===== config.mk =====
export PLATFORM = sky130hd
export DESIGN_NAME = des_error_status
export DESIGN_NICKNAME = d
export VERILOG_FILES = /design/src/des_pkg.sv /design/src/des_error_status.sv /design/src/des_fault_latch.sv
export SDC_FILE = /design/constraint.sdc
export NUM_CORES = 1
export LEC_CHECK = 0
export BUFFER_PORTS_ARGS = -buffer_cell sky130_fd_sc_hd__buf_4
export CORE_MARGIN = 2
export CORE_UTILIZATION = 39
export DETAILED_ROUTE_END_ITERATION = 8
export GPL_TIMING_DRIVEN = 0
export SLEW_MARGIN = 20
export SYNTH_ARGS = -nofsm -noshare
export SYNTH_HDL_FRONTEND = slang
export SYNTH_SLANG_ARGS = --single-unit

===== constraint.sdc =====
create_clock -name ref_clk_i -period 8.8 [get_ports ref_clk_i]
set_clock_uncertainty 0.05 [all_clocks]
set_input_delay 2.2 -clock ref_clk_i [delete_from_list [all_inputs] [get_ports ref_clk_i]]
set_output_delay 2.2 -clock ref_clk_i [all_outputs]
set_load 0.01 [all_outputs]

===== src/des_pkg.sv =====
// Constants shared by the drive error status block
package des_pkg;

  // ****************************************
  // Parameter addresses
  // ****************************************
  localparam logic [15:0] ADDR_ENTRY_TIME  = 16'h3c06;
  localparam logic [15:0] ADDR_ENTRY_INFO  = 16'h3c08;
  localparam logic [15:0] ADDR_LATCHED     = 16'h3d00;

  // ****************************************
  // Field limits and reset values
  // ****************************************
  localparam logic [31:0] TIME_MAX_S       = 32'h1fffffff;
  localparam logic [31:0] TIME_RESET       = 32'h00000000;
  localparam logic [15:0] INFO_RESET       = 16'h0000;
  localparam logic [31:0] LATCHED_RESET    = 32'h00000000;

  // ****************************************
  // Timing
  // ****************************************
  localparam int unsigned CLK_PERIOD_NS    = 10;
  localparam int unsigned SECOND_NS        = 1000000000;
  localparam int unsigned SECOND_CYCLES    = SECOND_NS / CLK_PERIOD_NS;

  // ****************************************
  // Error bit positions
  // ****************************************
  localparam int unsigned BIT_GENERAL      = 0;
  localparam int unsigned BIT_LIMIT        = 1;
  localparam int unsigned BIT_RANGE        = 2;
  localparam int unsigned BIT_QSTOP        = 3;
  localparam int unsigned BIT_STO_OFF      = 4;
  localparam int unsigned BIT_RS485        = 6;
  localparam int unsigned BIT_ETH          = 8;
  localparam int unsigned BIT_MODE_PROC    = 10;
  localparam int unsigned BIT_DC_UNDER     = 14;
  localparam int unsigned BIT_DC_OVER      = 15;
  localparam int unsigned BIT_OVERCURRENT  = 18;
  localparam int unsigned BIT_SUPPLY_LOW   = 20;
  localparam int unsigned BIT_HOT          = 21;
  localparam int unsigned BIT_STALL        = 22;
  localparam int unsigned BIT_STO_DIFF     = 24;
  localparam int unsigned BIT_NV_SUM       = 29;
  localparam int unsigned BIT_STARTUP      = 30;
  localparam int unsigned BIT_INTERNAL     = 31;

  // ****************************************
  // Error classes
  // ****************************************
  localparam logic [2:0] CLASS_WARN        = 3'h0;
  localparam logic [2:0] CLASS_QSTOP       = 3'h1;
  localparam logic [2:0] CLASS_QSTOP_OFF   = 3'h2;
  localparam logic [2:0] CLASS_FATAL       = 3'h3;
  localparam logic [2:0] CLASS_LOCKED      = 3'h4;
  localparam logic [2:0] CLASS_COMM        = 3'h0;
  localparam logic [2:0] CLASS_SUPPLY      = 3'h0;

endpackage


===== src/des_error_status.sv =====
// Drive error status: latched fault categories, error entry time and extra info
module des_error_status
  import des_pkg::*;
#(
  parameter int unsigned SEC_CYCLES = SECOND_CYCLES
) (
  input  wire logic        ref_clk_i,
  input  wire logic        nrst_i,
  input  wire logic        safe_torque_off_input_a_i,
  input  wire logic        safe_torque_off_input_b_i,
  input  wire logic        positive_limit_switch_i,
  input  wire logic        negative_limit_switch_i,
  input  wire logic        reference_switch_i,
  input  wire logic        general_error_i,
  input  wire logic        travel_range_error_i,
  input  wire logic        quick_stop_cmd_i,
  input  wire logic        serial_comm_lost_i,
  input  wire logic        eth_comm_lost_i,
  input  wire logic        mode_proc_error_i,
  input  wire logic [15:0] mode_proc_detail_i,
  input  wire logic        dc_below_qstop_i,
  input  wire logic        dc_below_off_i,
  input  wire logic        dc_over_i,
  input  wire logic        phase_overcurrent_i,
  input  wire logic        ctrl_supply_low_i,
  input  wire logic        power_stage_hot_i,
  input  wire logic        stall_detect_i,
  input  wire logic [2:0]  stall_class_i,
  input  wire logic        nv_checksum_bad_i,
  input  wire logic        nv_class_locked_i,
  input  wire logic        startup_fail_i,
  input  wire logic        startup_class_locked_i,
  input  wire logic [15:0] startup_cause_i,
  input  wire logic        internal_error_i,
  input  wire logic        error_reset_i,
  input  wire logic        rd_en_i,
  input  wire logic [15:0] rd_addr_i,
  output logic [31:0]      rd_data_o,
  output logic             rd_valid_o,
  output logic             rd_unmapped_o,
  output logic [31:0]      latched_fault_categories_o,
  output logic [2:0]       error_class_o,
  output logic             warning_o,
  output logic             quick_stop_o,
  output logic             power_stage_off_o,
  output logic             fatal_o,
  output logic             power_cycle_needed_o
);

  // ****************************************
  // Elaboration checks
  // ****************************************
  if (SEC_CYCLES < 1) begin : g_bad_sec
    $error("SEC_CYCLES must be at least one");
  end

  // ****************************************
  // Pin synchronisers
  // ****************************************
  // Pins are asynchronous; only the second stage feeds any logic
  logic [4:0] pin_meta;
  logic [4:0] pin_sync;
  logic [4:0] pin_raw;

  assign pin_raw = {reference_switch_i, negative_limit_switch_i, positive_limit_switch_i,
                    safe_torque_off_input_b_i, safe_torque_off_input_a_i};

  always_ff @(posedge ref_clk_i or negedge nrst_i) begin
    if (!nrst_i) begin
      pin_meta <= 5'h1f;
      pin_sync <= 5'h1f;
    end else begin
      pin_meta <= pin_raw;
      pin_sync <= pin_meta;
    end
  end

  wire safe_a    = pin_sync[0];
  wire safe_b    = pin_sync[1];
  // Switch inputs are low while active, so a broken line looks active too
  wire limit_hit = ~pin_sync[2] | ~pin_sync[3] | ~pin_sync[4];

  // ****************************************
  // Event to category mapping
  // ****************************************
  logic [31:0] evt;

  assign evt[BIT_GENERAL]     = general_error_i;
  assign evt[BIT_LIMIT]       = limit_hit;
  assign evt[BIT_RANGE]       = travel_range_error_i;
  assign evt[BIT_QSTOP]       = quick_stop_cmd_i;
  assign evt[BIT_STO_OFF]     = ~safe_a & ~safe_b;
  assign evt[5]               = 1'b0;
  assign evt[BIT_RS485]       = serial_comm_lost_i;
  assign evt[7]               = 1'b0;
  assign evt[BIT_ETH]         = eth_comm_lost_i;
  assign evt[9]               = 1'b0;
  assign evt[BIT_MODE_PROC]   = mode_proc_error_i;
  assign evt[13:11]           = 3'h0;
  assign evt[BIT_DC_UNDER]    = dc_below_qstop_i | dc_below_off_i;
  assign evt[BIT_DC_OVER]     = dc_over_i;
  assign evt[17:16]           = 2'h0;
  assign evt[BIT_OVERCURRENT] = phase_overcurrent_i;
  assign evt[19]              = 1'b0;
  assign evt[BIT_SUPPLY_LOW]  = ctrl_supply_low_i;
  assign evt[BIT_HOT]         = power_stage_hot_i;
  assign evt[BIT_STALL]       = stall_detect_i;
  assign evt[23]              = 1'b0;
  assign evt[BIT_STO_DIFF]    = safe_a ^ safe_b;
  assign evt[28:25]           = 4'h0;
  assign evt[BIT_NV_SUM]      = nv_checksum_bad_i;
  assign evt[BIT_STARTUP]     = startup_fail_i;
  assign evt[BIT_INTERNAL]    = internal_error_i;

  // ****************************************
  // Class of each category
  // ****************************************
  wire [2:0] nv_class    = nv_class_locked_i ? CLASS_LOCKED : CLASS_FATAL;
  wire [2:0] start_class = startup_class_locked_i ? CLASS_LOCKED : CLASS_FATAL;
  wire [2:0] uv_class    = dc_below_off_i ? CLASS_FATAL : CLASS_QSTOP_OFF;

  logic [2:0] cls [32];

  always_comb begin
    for (int b = 0; b < 32; b++) begin
      cls[b] = CLASS_WARN;
    end
    cls[BIT_LIMIT]       = CLASS_QSTOP;
    cls[BIT_RANGE]       = CLASS_QSTOP;
    cls[BIT_QSTOP]       = CLASS_QSTOP;
    cls[BIT_STO_OFF]     = CLASS_FATAL;
    cls[BIT_RS485]       = CLASS_COMM;
    cls[BIT_ETH]         = CLASS_COMM;
    cls[BIT_MODE_PROC]   = CLASS_QSTOP_OFF;
    cls[BIT_DC_UNDER]    = uv_class;
    cls[BIT_DC_OVER]     = CLASS_FATAL;
    cls[BIT_OVERCURRENT] = CLASS_FATAL;
    cls[BIT_SUPPLY_LOW]  = CLASS_SUPPLY;
    cls[BIT_HOT]         = CLASS_FATAL;
    cls[BIT_STALL]       = stall_class_i;
    cls[BIT_STO_DIFF]    = CLASS_LOCKED;
    cls[BIT_NV_SUM]      = nv_class;
    cls[BIT_STARTUP]     = start_class;
    cls[BIT_INTERNAL]    = CLASS_LOCKED;
  end

  // Highest class among events present this cycle
  logic [2:0] evt_class;

  always_comb begin
    evt_class = CLASS_WARN;
    for (int b = 0; b < 32; b++) begin
      if (evt[b] && cls[b] > evt_class) begin
        evt_class = cls[b];
      end
    end
  end

  // ****************************************
  // Latched categories
  // ****************************************
  logic [31:0] latched;
  logic [31:0] lock_bit;

  // Class-4 categories survive an error reset; only power-up clears them
  always_comb begin
    for (int b = 0; b < 32; b++) begin
      lock_bit[b] = (cls[b] == CLASS_LOCKED);
    end
  end

  for (genvar g = 0; g < 32; g++) begin : g_latch
    des_fault_latch #(
      .INIT (LATCHED_RESET[g])
    ) u_latch (
      .ref_clk_i (ref_clk_i),
      .nrst_i    (nrst_i),
      .set_i     (evt[g]),
      .clr_i     (error_reset_i & ~lock_bit[g]),
      .q_o       (latched[g])
    );
  end

  assign latched_fault_categories_o = latched;

  // ****************************************
  // Error class and reaction
  // ****************************************
  logic       locked;
  logic [2:0] base_class;
  logic [2:0] next_class;

  assign base_class = error_reset_i ? (locked ? CLASS_LOCKED : CLASS_WARN) : error_class_o;
  assign next_class = (evt_class > base_class) ? evt_class : base_class;

  always_ff @(posedge ref_clk_i or negedge nrst_i) begin
    if (!nrst_i) begin
      error_class_o <= CLASS_WARN;
      locked        <= 1'b0;
    end else begin
      error_class_o <= next_class;
      locked        <= locked | (next_class == CLASS_LOCKED);
    end
  end

  assign warning_o            = (|latched) && (error_class_o == CLASS_WARN);
  assign quick_stop_o         = (error_class_o == CLASS_QSTOP) ||
                                (error_class_o == CLASS_QSTOP_OFF);
  assign power_stage_off_o    = (error_class_o >= CLASS_QSTOP_OFF);
  assign fatal_o              = (error_class_o >= CLASS_FATAL);
  assign power_cycle_needed_o = (error_class_o == CLASS_LOCKED);

  // ****************************************
  // Operating seconds counter
  // ****************************************
  logic [31:0] sec_div;
  logic [31:0] op_seconds;
  wire         sec_tick = (sec_div == 32'(SEC_CYCLES - 1));

  always_ff @(posedge ref_clk_i or negedge nrst_i) begin
    if (!nrst_i) begin
      sec_div    <= 32'h0;
      op_seconds <= TIME_RESET;
    end else begin
      sec_div <= sec_tick ? 32'h0 : sec_div + 32'h1;
      // Saturates rather than wraps so old entries never look newer
      if (sec_tick && op_seconds < TIME_MAX_S) begin
        op_seconds <= op_seconds + 32'h1;
      end
    end
  end

  // ****************************************
  // Current error entry
  // ****************************************
  logic [31:0] error_entry_time;
  logic [15:0] error_entry_extra_info;
  wire  [31:0] new_bits = evt & ~latched;
  wire  [15:0] next_info = new_bits[BIT_MODE_PROC] ? mode_proc_detail_i :
                           new_bits[BIT_STARTUP]   ? startup_cause_i    : INFO_RESET;

  always_ff @(posedge ref_clk_i or negedge nrst_i) begin
    if (!nrst_i) begin
      error_entry_time       <= TIME_RESET;
      error_entry_extra_info <= INFO_RESET;
    end else if (|new_bits) begin
      error_entry_time       <= op_seconds;
      error_entry_extra_info <= next_info;
    end
  end

  // ****************************************
  // Parameter read port
  // ****************************************
  wire hit_time = (rd_addr_i == ADDR_ENTRY_TIME);
  wire hit_info = (rd_addr_i == ADDR_ENTRY_INFO);
  wire hit_lat  = (rd_addr_i == ADDR_LATCHED);
  wire [31:0] rd_mux = hit_time ? error_entry_time :
                       hit_info ? {16'h0, error_entry_extra_info} :
                       hit_lat  ? latched : 32'h0;

  always_ff @(posedge ref_clk_i or negedge nrst_i) begin
    if (!nrst_i) begin
      rd_data_o     <= 32'h0;
      rd_valid_o    <= 1'b0;
      rd_unmapped_o <= 1'b0;
    end else begin
      rd_valid_o    <= rd_en_i;
      rd_unmapped_o <= rd_en_i & ~(hit_time | hit_info | hit_lat);
      if (rd_en_i) begin
        rd_data_o <= rd_mux;
      end
    end
  end
endmodule


===== src/des_fault_latch.sv =====
// One sticky fault bit where a set beats a clear in the same cycle
module des_fault_latch
  import des_pkg::*;
#(
  parameter bit INIT = 1'b0
) (
  input  wire logic ref_clk_i,
  input  wire logic nrst_i,
  input  wire logic set_i,
  input  wire logic clr_i,
  output logic      q_o
);

  // ****************************************
  // Latch
  // ****************************************
  logic next_q;

  assign next_q = set_i | (q_o & ~clr_i);

  always_ff @(posedge ref_clk_i or negedge nrst_i) begin
    if (!nrst_i) begin
      q_o <= INIT;
    end else begin
      q_o <= next_q;
    end
  end

endmodule


---- Word-level counts from Yosys, hierarchy flattened ----
Cells that the tools add are included.
W data, S select, Z words.
cells by class
  $add $sub $neg .......................... 2
  $lt $le $gt $ge ......................... 20
  equal/unequal tests ..................... 12
  muxes and demuxes ....................... 29
  bitwise operators ....................... 78
  reduce and logical (&&, ||, !) cells .... 22
operators by type and width
  cell                     number
  $mux W32                 4
  $add A32 B1 Y32 const B  2
  $reduce_or A32 Y1        2
  $eq A16 B14 Y1 const B   3
  $mux W3                  14
  $and A1 B1 Y1            36
  $and A32 B32 Y32         1
  $eq A32 B27 Y1 const B   1
  $lt A32 B29 Y1 const B   1
  $mux W16                 2
  $not A32 Y32             1
  $or A1 B1 Y1             24
  $logic_and A1 B1 Y1      18
  $eq A3 B3 Y1 const B     5
  $not A1 Y1               15
  $gt A3 B3 Y1             4
  $mux W2                  5
  $ge A3 B2 Y1 const B     2
  $gt A2 B3 Y1 const A     2
  $gt A3 B3 Y1 const A     2
  $gt A1 B2 Y1 const A     2
  $gt A2 B2 Y1 const A     2
  $mux W1                  4
  $eq A2 B3 Y1 const B     1
  9 further kinds          10
storage, ports and cells
  flip-flop bits (word level) ............. 192
  input port bits ......................... 78
  output and inout port bits .............. 74
  logic and storage cells ................. 206

---- Longest topological paths before layout ----
  depth after elaboration ................. 56
  depth in mapped cells ................... 33

---- Cells and area by module ----
A second synthesis with hierarchy kept.
second synthesis, totals
  cells, all modules ...................... 823
  area total of the unflattened synthesis .. 8867.3 um2
by module, submodules not included
  module            times used  cells each  area an instance (um2)  sequential area each (um2)
  des_error_status  1           727         7706.1                  4016.4
  des_fault_latch   32          3           36.3                    25.0

---- Least setup slack after synthesis ----
Ideal clock, no wire load.
  path type ............................... input port to flip-flop
  start ................................... input travel_range_error_i
  end ..................................... register locked
  setup time .............................. 0.110 ns
  arrival ................................. 7.626 ns
  slack ................................... 1.014 ns
  stages on the path ...................... 28
  cell sequence ........................... or3_1 o21a_1 ha_1 o22a_1 o21ba_2 nand2_1 ha_1 nor2b_1 o311ai_1 mux2i_1 nand2_1 ha_1 nor2b_1 o31ai_1 or2_2 a21o_1 ha_1 a21oi_1 a21oi_1 a221oi_1 a21oi_1 ha_1 inv_1 a21o_1 a21oi_1 a31oi_1 mux2_2 o41ai_1
on the way
  word-level cells in the longest chain between the ends .. 51
ends and longest elaborated chain
  item                     RTL line                 text
  from (decl)              des_error_status.sv:15   input wire logic travel_range_error_i,
  $logic_and A1 B1 Y1 (*)  des_error_status.sv:153  if (evt[b] && cls[b] > evt_class) begin
  $mux W1 (*)              des_error_status.sv:153
  $gt A1 B1 Y1             des_error_status.sv:153
  $logic_and A1 B1 Y1      des_error_status.sv:153
  $mux W1 (*)              des_error_status.sv:153
  $gt A2 B1 Y1             des_error_status.sv:153
  $logic_and A1 B1 Y1      des_error_status.sv:153
  $mux W2 (*)              des_error_status.sv:153
  [... 36 more ...]        --
  $gt A3 B3 Y1             des_error_status.sv:153
  $logic_and A1 B1 Y1      des_error_status.sv:153
  $mux W3 (*)              des_error_status.sv:153
  $gt A3 B3 Y1             des_error_status.sv:194  assign next_class = (evt_class > base_class) ? evt_class : base_class;
  $mux W3 (*)              des_error_status.sv:194
  net next_class[1]        des_error_status.sv:191  logic [2:0] next_class;
  $eq A3 B3 Y1 (*)         des_error_status.sv:202  locked <= locked | (next_class == CLASS_LOCKED);
  $or A1 B1 Y1 (*)         des_error_status.sv:202
  to (signal assigned)     des_error_status.sv:202
  to (decl)                des_error_status.sv:189  logic locked;
The timed path passes the listed nets; every way through them passes the cells marked *.
A chain may end at the register's enable or synchronous reset.

---- Worst setup path in the final report ----
Same ends and word-level chain as after synthesis.

==> metrics.yaml <==
worstSkewPairLatency_ns: 0.44
tightest_slew_ns: 1.07
routed_wl_mm: 22.7
wl_per_cell_um: 17.6
ir_drop_v: 0.000144
crit_path_start_kind: "input pin"
routed_via_density: 5.19
hold_path.startpoint: "pin_meta[3]"
fin_area_sq_um: 11000
dpl_worst_slack_ns: 0.310
rr_endpoint: "locked"
crit_type: "input pin to flop"
ff2ff_path_depth: 29
hold_depth: 0
die_h_um: 154
vias: 6708
leakagePower_uw: 0.00524
finalPower_uw: 1950
yosys_most_used_dff: "dfrtp_1"
drt_iter0_markers: 565
syn_to_final_growth_pct: 24.0
io_buffers: 150
fin_crit_sh_pct: 92.3
synth_edf_count: 0
r2r_start: "pin_sync[0]"
pin_count: 152
grt.overflow.total: 0
grt_pass1_vias: 6559
yosysTopAreaCell: "dfrtp_1"
initial_core_util_pct: 39.4
slew_headroom_pct: 28.5
clockRootBuffer: "clkbuf_16"
ys_ff_latch: 192
cellPowerDensity_nw_per_um2: 178
synth.net_count: 916
r2r_setup_slack_ns: 1.77
synthTopCellsByArea: "dfrtp_1 52%, mux2_2 3.4%, nand2_1 3.1%"
syn_area_sq_um: 8830
yosys_warnings: 0
outcome: "completed"
cts_resized: 0
place_area_sq_um: 10400
maxCapViolCount: 0
place.detailed.hpwl_mm: 16.6
grt_max_degree: 95
synth.top_cells.by_count: "182 x dfrtp_1, 73 x nand2_1, 65 x nor2_1"
yosys.area.top_type_share_pct: 51.6
rsz0062_at_grt: "false"
drt_first_pass_iters: 7
timing.final.ws_setup_ns: 0.679
yosysMostFrequentCell: "dfrtp_1"
fin_crit_ns: 8.12
cts.path.max_buffers: 2
cts_tree: "done"
hp-class: "flop to flop"
core.rowCount: 55
core_area_sq_um: 22400
holdBufCountCts: 0
seq_area_frac_synth_pct: 54.5
clk_pin_slew_ns: 0.07
nets: 1087
synthArstFlopShare_pct: 100
arrival_ns: 8.41
hold_viol: 0
post_cts_buffers: 0
max_freq_mhz: 123
finalSetupTns_ns: 0
final.fill_count: 2115
n_antenna_cell: 0
die_w_um: 154
required_ns: 9.08
cp-end-kind: "flop"
numCtsBuffers: 17
antenna_found_initial: 0
syn_area_per_cell_sq_um: 10.7
drv_slew: 0
final_antenna_net_count: 0
drc_errors: 0
finalSetupViolCount: 0
grt_pass1_wl_mm: 36.1
grt_usage_pct: 19.3
gp_routability_congestion: 0.833
die_area_sq_um: 23900
cts_sinks: 192
drive_above_1_share_pct: 27.1
synth_cells: 823
ys_types: 61
cp_max_fo: 6
htree_levels: 4
holdPathEnd: "pin_sync[3]"
## worst max-delay path by stage
| stage | cells after the start | slack (ns) | start | end |
|---|---|---|---|---|
| after floorplan | 28 | 1.01 | travel_range_error_i | locked |
| after global placement | 28 | 0.42 | travel_range_error_i | locked |
| after detailed placement | 29 | 0.31 | travel_range_error_i | locked |
| after CTS | 28 | 0.74 | travel_range_error_i | locked |
| after global routing | 29 | 0.30 | travel_range_error_i | locked |
| final | 28 | 0.68 | travel_range_error_i | locked |
## registers in the layout (all words and copies together), names as in the netlist, 3 cells and up
signal and cells:
g_latch.u_latch.q_o 32, pin_meta 5, rd_data_o 32, error_entry_time 32, error_class_o 3, pin_sync 5
op_seconds 32, sec_div 32, error_entry_extra_info 16
## critical path, cell delays in order
cell and delay (ns):
buf_4 0.12, or3_1 0.39, o21a_1 0.18, ha_1 0.26, o22a_1 0.17, o21ba_2 0.21
nand2_1 0.07, ha_1 0.14, nor2b_1 0.05, o311ai_1 0.54, mux2i_1 0.33, nand2_1 0.09
ha_1 0.29, nor2b_1 0.13, o31ai_1 0.32, nor3_1 0.13, a31oi_1 0.25, ha_1 0.30
nand3_1 0.08, nand2_1 0.05, a21oi_1 0.35, o31ai_1 0.17, ha_1 0.32, a21o_1 0.11
a21oi_1 0.06, a31oi_1 0.34, mux2_2 0.40, o41ai_1 0.34
## kinds of logic after synthesis
| kind of cell | Yosys count | share of synthesized area, % |
|---|---|---|
| simple gates | 281 | 16.5 |
| compound gates | 152 | 12.2 |
| xor+xnor | 52 | 5.16 |
| fa+ha+maj | 15 | 2.12 |
| flops | 192 | 54.5 |
| mux | 30 | 3.78 |
| buf+inv | 101 | 5.69 |
## layout by cell type (no fill, tap or decap), types with 4 or more instances in the layout
cell type,synthesis,final
a21o_1,15,15
nor2b_1,22,22
nor3_1,13,13
or2_2,4,4
nand3_1,26,26
nand2_1,73,73
nand4_1,13,13
o31ai_1,6,6
mux2_2,27,27
xnor2_1,26,26
dfstp_2,10,10
xor2_1,26,26
a21oi_1,41,41
dfrtp_1,182,182
clkbuf_16,0,19
ha_1,15,15
a222oi_1,16,16
buf_4,32,181
clkinv_4,0,4
o21ai_0,18,18
and2_1,4,4
and3_1,13,13
inv_1,36,36
nand2b_1,6,6
or3_1,6,6
clkbuf_1,29,30
a22oi_1,32,32
nor4_1,12,12
nor2_1,65,65
## area by class of cell
class	instances	area, sq um	share of cell area [%]
buffer	64	364	3.32
tap	285	357	3.26
clock buffer	20	479	4.37
inverter	37	139	1.27
timing repair buffer	152	1190	10.9
clock inverter	12	97.6	0.891
sequential	192	4820	44.0
multi-input combinational	530	3510	32.1
## stage by stage
stage               instances  hold WS (ns)  util [%]
floorplan                 823         0.295         -
global placement         1258         0.296      46.0
detailed placement       1260         0.297      46.3
CTS                      1292         0.307      48.8
global route             1292         0.310      48.8
finish                   1292         0.306      48.8
## layer usage
metal  global-route usage, %  vias up  share of wire [%]
li1                        -     3229                  -
met1                    26.2     3269                 45
met2                    31.8      182                 48
met3                    3.70       28                4.9
met4                    5.25        0                1.6
met5                       0        -                  0
## where the power goes
part | leakage, uW | internal (uW) | switching, uW
Sequential | 0.00250 | 913 | 30.0
Combinational | 0.00245 | 126 | 131
Clock | 0.000290 | 402 | 351
Total | 0.00524 | 1440 | 512
No activity file was read; power rests on OpenSTA's default activity.
